===== config.mk =====
export PLATFORM = sky130hd
export DESIGN_NAME = output_clock_sync
export DESIGN_NICKNAME = d
export VERILOG_FILES = /design/src/output_clock_sync_pkg.sv /design/src/output_clock_sync.sv
export SDC_FILE = /design/constraint.sdc
export NUM_CORES = 1
export LEC_CHECK = 0
export BUFFER_PORTS_ARGS = -buffer_cell sky130_fd_sc_hd__buf_2
export CAP_MARGIN = 20
export CORE_UTILIZATION = 55
export CTS_BUF_LIST = sky130_fd_sc_hd__clkbuf_4 sky130_fd_sc_hd__clkbuf_8
export CTS_CLUSTER_SIZE = 30
export DETAILED_ROUTE_END_ITERATION = 6
export GPL_TIMING_DRIVEN = 0
export PLACE_DENSITY = 0.78
export SKIP_CTS_REPAIR_TIMING = 1
export SYNTH_ARGS = -nofsm -noshare
export SYNTH_HDL_FRONTEND = slang
export SYNTH_SLANG_ARGS = --single-unit

===== constraint.sdc =====
create_clock -name clk_sys -period 3.3 [get_ports clk_sys]
set_input_delay 0.66 -clock clk_sys [delete_from_list [all_inputs] [get_ports clk_sys]]
set_output_delay 0.66 -clock clk_sys [all_outputs]
set_load 0.02 [all_outputs]

===== src/output_clock_sync_pkg.sv =====
// Constants, register map and carrier types for the output clock and data synchroniser.
// Assumes one sampling-clock domain; software reaches the registers over a plain strobe port.
package output_clock_sync_pkg;
    localparam int SAMPLE_W = 12;
    localparam int ADDR_W = 8;
    localparam int DATA_W = 32;
    // Register indices; byte address is four times the index
    localparam logic [5:0] IDX_CTRL = 6'h00;
    localparam logic [5:0] IDX_STATUS = 6'h01;
    localparam logic [5:0] IDX_SEL_PHASE = 6'h0e;
    localparam logic [ADDR_W-1:0] ADDR_CTRL = {IDX_CTRL, 2'h0};
    localparam logic [ADDR_W-1:0] ADDR_STATUS = {IDX_STATUS, 2'h0};
    localparam logic [ADDR_W-1:0] ADDR_SEL_PHASE = {IDX_SEL_PHASE, 2'h0};
    // Control fields
    localparam int CTRL_DEMUX_BIT = 0;
    localparam int CTRL_OCR_EN_BIT = 1;
    localparam int CTRL_CONT_SYNC_BIT = 2;
    localparam int CTRL_SECONDARY_BIT = 3;
    localparam int CTRL_TAD_LSB = 4;
    localparam int TAD_W = 2;
    localparam int CTRL_W = 6;
    localparam logic [CTRL_W-1:0] CTRL_RESET = 6'h00;
    // Select-phase field
    localparam int SEL_PHASE_LSB = 3;
    localparam logic [1:0] SEL_PHASE_RESET = 2'h0;
    // Status fields
    localparam int ST_BUSY_BIT = 0;
    localparam int ST_FIRST_DONE_BIT = 1;
    localparam int ST_HELD_BIT = 2;
    localparam int ST_PHASE_LSB = 3;
    // Release latency to the synchronising edge
    localparam logic [2:0] RESYNC_DLY_90 = 3'h4;
    localparam logic [2:0] RESYNC_DLY_0 = 3'h5;
    // Phase the secondary adopts one cycle after it sees a reference rising edge
    localparam logic [1:0] PHASE_AT_REF = 2'h1;
    // Fixed output delay
    localparam int CLK_PERIOD_PS = 5000;
    localparam int OUTPUT_DELAY_NS = 15;
    localparam int OUTPUT_DELAY_CYC = (OUTPUT_DELAY_NS * 1000) / CLK_PERIOD_PS;

    typedef struct packed {
        logic [SAMPLE_W-1:0] data;
        logic over;
    } sample_s;

    typedef struct packed {
        logic clk;
        logic delayed_en;
        sample_s i;
        sample_s q;
        sample_s id;
        sample_s qd;
    } lane_s;

    typedef enum {RS_IDLE, RS_HELD, RS_COUNT} resync_e;
endpackage


===== src/output_clock_sync.sv =====
// Output clock generator, sample demultiplexer and multi-device synchroniser.
// Assumes samples arrive one pair per clk_sys cycle; pins other than the clock reset are synchronous.
//
// Chosen here: the address map and the address-and-strobe port.
`timescale 1ns/10ps
module output_clock_sync #(
    parameter int DELAY_DEPTH = output_clock_sync_pkg::OUTPUT_DELAY_CYC
) (
    input wire logic clk_sys,
    input wire logic rst_n,
    input wire logic [output_clock_sync_pkg::ADDR_W-1:0] reg_addr,
    input wire logic [output_clock_sync_pkg::DATA_W-1:0] reg_wdata,
    input wire logic reg_wr,
    input wire logic reg_rd,
    output logic [output_clock_sync_pkg::DATA_W-1:0] reg_rdata,
    input wire output_clock_sync_pkg::sample_s i_sample,
    input wire output_clock_sync_pkg::sample_s q_sample,
    input wire logic q_chan_power_down,
    input wire logic out_clock_reset_in,
    input wire logic out_clock_phase_sel,
    input wire logic sync_ref_clock_in,
    output logic i_chan_out_clock,
    output logic q_chan_out_clock,
    output logic [output_clock_sync_pkg::SAMPLE_W-1:0] i_data_bus,
    output logic [output_clock_sync_pkg::SAMPLE_W-1:0] q_data_bus,
    output logic [output_clock_sync_pkg::SAMPLE_W-1:0] i_delayed_data_bus,
    output logic [output_clock_sync_pkg::SAMPLE_W-1:0] q_delayed_data_bus,
    output logic i_delayed_oe_n,
    output logic q_delayed_oe_n,
    output logic i_over_range,
    output logic q_over_range,
    output logic sync_ref_clock_out_a,
    output logic sync_ref_clock_out_b
);
    import output_clock_sync_pkg::*;

    logic [CTRL_W-1:0] ctrl_r;
    logic [1:0] sel_phase_r;
    logic demux;
    logic ocr_en;
    logic [TAD_W-1:0] tad;
    logic ocr_meta_r;
    logic ocr_sync_r;
    resync_e resync_state_r;
    logic [2:0] cnt_r;
    logic [2:0] target_r;
    logic first_done_r;
    logic [1:0] phase_r;
    logic toggle_r;
    logic ref_r;
    logic ref_prev_r;
    logic ref_rise;
    logic held;
    sample_s i_first_r;
    sample_s q_first_r;
    lane_s lane_nxt;
    lane_s lane_hold_r;
    lane_s dly_r [DELAY_DEPTH];
    lane_s tap;

    assign demux = ctrl_r[CTRL_DEMUX_BIT];
    assign ocr_en = ctrl_r[CTRL_OCR_EN_BIT];
    assign tad = ctrl_r[CTRL_TAD_LSB +: TAD_W];
    // Demux clock stays high from assertion until the synchronising edge, not just until release
    assign held = (resync_state_r != RS_IDLE) && demux;
    assign ref_rise = ref_r && !ref_prev_r;

    // Register writes
    always_ff @(posedge clk_sys) begin
        if (!rst_n) begin
            ctrl_r <= CTRL_RESET;
            sel_phase_r <= SEL_PHASE_RESET;
        end else if (reg_wr) begin
            if (reg_addr == ADDR_CTRL) begin
                ctrl_r <= reg_wdata[CTRL_W-1:0];
            end else if (reg_addr == ADDR_SEL_PHASE) begin
                sel_phase_r <= reg_wdata[SEL_PHASE_LSB +: 2];
            end
        end
    end

    // Register reads, answered the cycle after the strobe
    always_ff @(posedge clk_sys) begin
        if (!rst_n) begin
            reg_rdata <= '0;
        end else if (reg_rd) begin
            if (reg_addr == ADDR_CTRL) begin
                reg_rdata <= {{(DATA_W-CTRL_W){1'b0}}, ctrl_r};
            end else if (reg_addr == ADDR_SEL_PHASE) begin
                reg_rdata <= {{(DATA_W-SEL_PHASE_LSB-2){1'b0}}, sel_phase_r, {SEL_PHASE_LSB{1'b0}}};
            end else if (reg_addr == ADDR_STATUS) begin
                reg_rdata <= {{(DATA_W-ST_PHASE_LSB-2){1'b0}}, phase_r, held, first_done_r,
                              resync_state_r != RS_IDLE};
            end else begin
                reg_rdata <= '0;
            end
        end else begin
            reg_rdata <= '0;
        end
    end

    // Two-stage synchroniser; the reset pin may move at any time
    always_ff @(posedge clk_sys) begin
        if (!rst_n) begin
            ocr_meta_r <= 1'b0;
            ocr_sync_r <= 1'b0;
        end else begin
            ocr_meta_r <= out_clock_reset_in;
            ocr_sync_r <= ocr_meta_r;
        end
    end

    // Release sequencer: count from the first edge that sees the release
    always_ff @(posedge clk_sys) begin
        if (!rst_n) begin
            resync_state_r <= RS_IDLE;
            cnt_r <= 3'h0;
            target_r <= RESYNC_DLY_0;
            first_done_r <= 1'b0;
        end else if (!ocr_en) begin
            resync_state_r <= RS_IDLE;
            cnt_r <= 3'h0;
        end else begin
            case (resync_state_r)
                RS_IDLE: begin
                    if (ocr_sync_r) begin
                        resync_state_r <= RS_HELD;
                    end
                end
                RS_HELD: begin
                    if (!ocr_sync_r) begin
                        resync_state_r <= RS_COUNT;
                        cnt_r <= 3'h1;
                        target_r <= out_clock_phase_sel ? RESYNC_DLY_90 : RESYNC_DLY_0;
                    end
                end
                RS_COUNT: begin
                    if (ocr_sync_r) begin
                        resync_state_r <= RS_HELD;
                    end else if (cnt_r == target_r) begin
                        resync_state_r <= RS_IDLE;
                        first_done_r <= 1'b1;
                    end else begin
                        cnt_r <= cnt_r + 3'h1;
                    end
                end
                default: begin
                    resync_state_r <= RS_IDLE;
                end
            endcase
        end
    end

    // Reference clock from a primary, taken as a synchronous pin
    always_ff @(posedge clk_sys) begin
        if (!rst_n) begin
            ref_r <= 1'b0;
            ref_prev_r <= 1'b0;
        end else begin
            ref_r <= sync_ref_clock_in;
            ref_prev_r <= ref_r;
        end
    end

    // Demux clock phase: held, reloaded at the synchronising edge, or pulled to the reference.
    // The first release after power-up keeps the free-running phase, so a dummy pulse is needed.
    always_ff @(posedge clk_sys) begin
        if (!rst_n) begin
            phase_r <= 2'h0;
        end else if (resync_state_r == RS_COUNT && !ocr_sync_r && cnt_r == target_r && first_done_r) begin
            // Load wins over the hold: the synchronising edge falls inside the held window
            phase_r <= sel_phase_r;
        end else if (held) begin
            phase_r <= phase_r;
        end else if (ctrl_r[CTRL_CONT_SYNC_BIT] && ctrl_r[CTRL_SECONDARY_BIT] && ref_rise) begin
            phase_r <= PHASE_AT_REF;
        end else begin
            phase_r <= phase_r + 2'h1;
        end
    end

    // Non-demux clock toggles every sample, regardless of the clock reset
    always_ff @(posedge clk_sys) begin
        if (!rst_n) begin
            toggle_r <= 1'b0;
        end else begin
            toggle_r <= !toggle_r;
        end
    end

    // First sample of each demux pair waits here for its partner
    always_ff @(posedge clk_sys) begin
        if (!rst_n) begin
            i_first_r <= '0;
            q_first_r <= '0;
        end else if (!phase_r[0]) begin
            i_first_r <= i_sample;
            q_first_r <= q_sample;
        end
    end

    // Sample data holds between demux pair updates
    always_ff @(posedge clk_sys) begin
        if (!rst_n) begin
            lane_hold_r <= '0;
        end else begin
            lane_hold_r <= lane_nxt;
        end
    end

    always_comb begin
        lane_nxt = lane_hold_r;
        if (demux) begin
            lane_nxt.clk = held ? 1'b1 : !phase_r[1];
            lane_nxt.delayed_en = 1'b1;
            // Data freeze with the clock so a held clock never frames a torn pair
            if (phase_r[0] && !held) begin
                // Two buses at half rate keep the aggregate rate
                lane_nxt.id = i_first_r;
                lane_nxt.qd = q_first_r;
                lane_nxt.i = i_sample;
                lane_nxt.q = q_sample;
            end
        end else begin
            lane_nxt.clk = toggle_r;
            lane_nxt.delayed_en = 1'b0;
            lane_nxt.i = i_sample;
            lane_nxt.q = q_sample;
            lane_nxt.id = '0;
            lane_nxt.qd = '0;
        end
        if (q_chan_power_down) begin
            lane_nxt.q = '0;
            lane_nxt.qd = '0;
        end
    end

    // Output delay line; aperture adjust taps it earlier
    always_ff @(posedge clk_sys) begin
        if (!rst_n) begin
            for (int k = 0; k < DELAY_DEPTH; k++) begin
                dly_r[k] <= '0;
            end
        end else begin
            dly_r[0] <= lane_nxt;
            for (int k = 1; k < DELAY_DEPTH; k++) begin
                dly_r[k] <= dly_r[k-1];
            end
        end
    end

    always_comb begin
        if (int'(tad) < DELAY_DEPTH) begin
            tap = dly_r[DELAY_DEPTH - 1 - int'(tad)];
        end else begin
            tap = dly_r[0];
        end
    end

    // Every pin comes straight from a flip-flop; I and Q clocks share one source
    always_ff @(posedge clk_sys) begin
        if (!rst_n) begin
            i_chan_out_clock <= 1'b0;
            q_chan_out_clock <= 1'b0;
            i_data_bus <= '0;
            q_data_bus <= '0;
            i_delayed_data_bus <= '0;
            q_delayed_data_bus <= '0;
            i_delayed_oe_n <= 1'b1;
            q_delayed_oe_n <= 1'b1;
            i_over_range <= 1'b0;
            q_over_range <= 1'b0;
        end else begin
            i_chan_out_clock <= tap.clk;
            q_chan_out_clock <= tap.clk && !q_chan_power_down;
            i_data_bus <= tap.i.data;
            q_data_bus <= tap.q.data;
            i_delayed_data_bus <= tap.id.data;
            q_delayed_data_bus <= tap.qd.data;
            i_delayed_oe_n <= !tap.delayed_en;
            q_delayed_oe_n <= !tap.delayed_en;
            i_over_range <= tap.i.over || tap.id.over;
            q_over_range <= tap.q.over || tap.qd.over;
        end
    end

    // Undelayed reference for secondaries, on two pins for a binary tree
    always_ff @(posedge clk_sys) begin
        if (!rst_n) begin
            sync_ref_clock_out_a <= 1'b0;
            sync_ref_clock_out_b <= 1'b0;
        end else begin
            sync_ref_clock_out_a <= lane_nxt.clk;
            sync_ref_clock_out_b <= lane_nxt.clk;
        end
    end
endmodule


==> summary.md <==
| Metric | Value |
|---|---|
| Status | `finished, final reports clean` |
| Grt total ovfl | `0` |
| M1 wire length | `around 10000 um` |
| Mapped cell area | `0.00948 sq mm` |
| Total Routing Usage GR | `25.1%` |
| Row cnt | `47` |
| Period utilization | `just over 70%` |
| Largest net degree at the start of global routing | `11` |
| Req. time, crit path | `3690 ps` |
| Root Driver | `clkbuf_8` |
| Ys flop type | `dfxtp_1` |
| Post-synth top area share | `56.8%` |
| Clock Skew | `roughly 12 ps` |
| Synth area leader | `dfxtp_1` |
| Pleak | `around 4.9 nW` |
| Max frequency | `0.419 GHz` |
| Post-route minimum period | `2390 ps` |
| Smallest hold slack | `326 ps` |
| Top Ports | `162` |
| Clk sinks | `roughly 270` |
| CTS tree | `built` |
| Layout Nets | `1183` |
| Pins Over Slew Limit | `0` |
| Highest-delay cell along the critical path | `dfxtp_1` |
| Post-layout instance area | `approximately 0.011 sq mm` |
| First-pass GRT wire length | `34600 um` |
| Number of port buffers | `around 110` |
| CTS Buf Count | `42` |
| Final GP Congestion | `about 0.85` |
| ANT cells | `0` |
| Setup violation total in the final timing report | `0` |
| Drt first pass iters | `5` |
| Drt wl/cell | `16.3 um` |
| Most frequent CP cell | `clkbuf_1` |
| Share of async-settable or async-resettable flops after synthesis | `0%` |
| Post-DP Area | `0.0104 sq mm` |
| Final worst slack | `912 ps` |
| Total number of vias | `between 7k and 8k` |
| Synthesis-stage register bit count | `around 270` |
| Met3 WL | `around 1200 um` |
| Vias per cell | `5.22` |
| CP arrival | `2780 ps` |
| Initial antenna violation count | `0` |
| Core Area | `0.0167 sq mm` |
| Routed Antenna Nets | `0` |
| Met2 wire length | `~10000 um` |
| Yosys cell types | `56` |
| Unrepaired setup endpoints after global routing | `no` |
| YS warnings | `0` |
| Synth top cells by count | `dfxtp_1, and2_1, nand2_1` |
| Max_slew headroom | `56.7%` |
| Post-layout util | `between 60% and 70%` |
| Die height | `about 130 um` |
| DRC | `0` |
| Post-place setup slack | `997 ps` |
| Clk_lat worst skew | `540 ps` |
| Sequence of cells on the critical path | `ha_1 > inv_1 > nand2_1 > clkbuf_1 > clkbuf_1 > o2bb2ai_1` |
| Type of destination of the critical path | `flop` |
| Worst-Margin Slew | `650 ps` |
| Synthesis-to-layout area growth | `19.0%` |
| DPL Wire Length | `15400 um` |
| Die area | `0.0178 sq mm` |
| Initial core utilization | `56.7%` |
| Max IR drop VDD | `427 uV` |
| Chip width | `approximately 130 um` |
| Synth Instances | `931` |
| Sequential-to-total area share from yosys stat | `56.8%` |
| Max cap viols | `0` |
| Vias in the first global route | `6633` |
| Crit start category | `flop` |
| Crit path max fanout | `10` |
| Top-count cell post-synth | `dfxtp_1` |
| Total negative slack | `0 ps` |
| Layout cells sized above 1 | `22.9%` |
| Clk pin slew, worst setup/hold paths | `60 ps` |
| Initial drt markers | `between 400 and 500` |
| Mapped Avg Cell Area | `roughly 10 sq um` |
| Crit Path Class | `flop to flop` |
| Final Hold Fails | `0` |
| Max layer used | `met4` |
| Max Root-Sink Buffers | `3` |
| Pwr dens | `583 mW/mm^2` |
| Routed WL | `~22000 um` |
| H-tree levels | `2` |
| HP Class | `input port to flop` |
| Max stage delay on crit path | `580 ps` |
| Synth area leaders | `dfxtp_1, and2_1, nor2b_1, a21oi_1, nand2_1` |
| Post-synth EDFFs | `0` |
path summary, 6_finish.rpt:
check	endpoint	startpoint	slack (ps)	cells after the start
setup reg to reg	i_data_bus[1]	ctrl_r[4]	910	6
setup / recovery	i_data_bus[1]	ctrl_r[4]	910	6
hold / removal	ocr_meta_r	out_clock_reset_in	330	2
hold reg to reg	toggle_r	toggle_r	420	1
where the power goes:
part | internal [mW] | switching (mW)
Sequential | 3.31 | 0.0348
Combinational | 0.128 | 0.195
Clock | 1.68 | 1.23
logic make-up after synthesis:
| family | after synthesis | share of synthesized area (%) |
|---|---|---|
| muxes | 31 | 3.27 |
| and+or+nand+nor | 316 | 18.5 |
| adders and majority gates | 2 | 0.264 |
| xor gates and xnor gates | 1 | 0.0925 |
| buffers and inverters | 99 | 5.77 |
| DFF | 269 | 56.8 |
| other | 1 | 0.0396 |
| AOI/OAI and AO/OA | 212 | 15.2 |
sequential cells by signal, summed over array words and instances, names as in the netlist, 2 cells and up:
| register | flops |
|---|---|
| dly_r | 117 |
| lane_hold_r | 44 |
| i_first_r | 13 |
| q_first_r | 13 |
| i_data_bus | 12 |
| i_delayed_data_bus | 12 |
| q_data_bus | 12 |
| q_delayed_data_bus | 12 |
| ctrl_r | 6 |
| reg_rdata | 6 |
| cnt_r | 3 |
| phase_r | 2 |
| resync_state_r | 2 |
| sel_phase_r | 2 |
layout by cell type (no fill, tap or decap), types with 20 or more instances in the layout:
cell       count
buf_4         31
o2bb2ai_1     29
mux2i_1       31
o22ai_1       20
clkbuf_8      58
conb_1        26
and2_1       115
a21oi_1       77
nand2_1       95
dfxtp_1      269
clkbuf_1      37
buf_2        124
nor2b_1       67
o21ai_0       33
critical path: cells and delay by family (launching register included):
kind / cells / cell delay (ps)
AO/OA/AOI/OAI: 1 / 140
adder cells (fa/ha/maj): 1 / 320
buffers and inverters: 3 / 1050
flip-flops: 1 / 580
AND/OR/NAND/NOR: 1 / 140
final cells by class:
class | count | area [sq um]
fill | 1347 | 5420
sequential | 269 | 5390
timing repair buffer | 107 | 536
buffer | 91 | 517
inverter | 8 | 30.0
clock inverter | 3 | 17.5
clock buffer | 69 | 881
tap | 220 | 275
multi-input combinational | 588 | 3640
metal layers:
layer	vias up	GRT usage (%)
li1	3466	-
met1	3335	33.6
met2	225	38.9
met3	53	4.83
met4	0	12.1
met5	-	0
per-stage QoR:
step	std cells	power, mW
floorplan	956	3.62
global placement	1283	3.73
detailed placement	1283	3.74
CTS	1355	6.61
global route	1355	6.79
finish	1355	6.57
No activity file was read; power rests on OpenSTA's default activity.
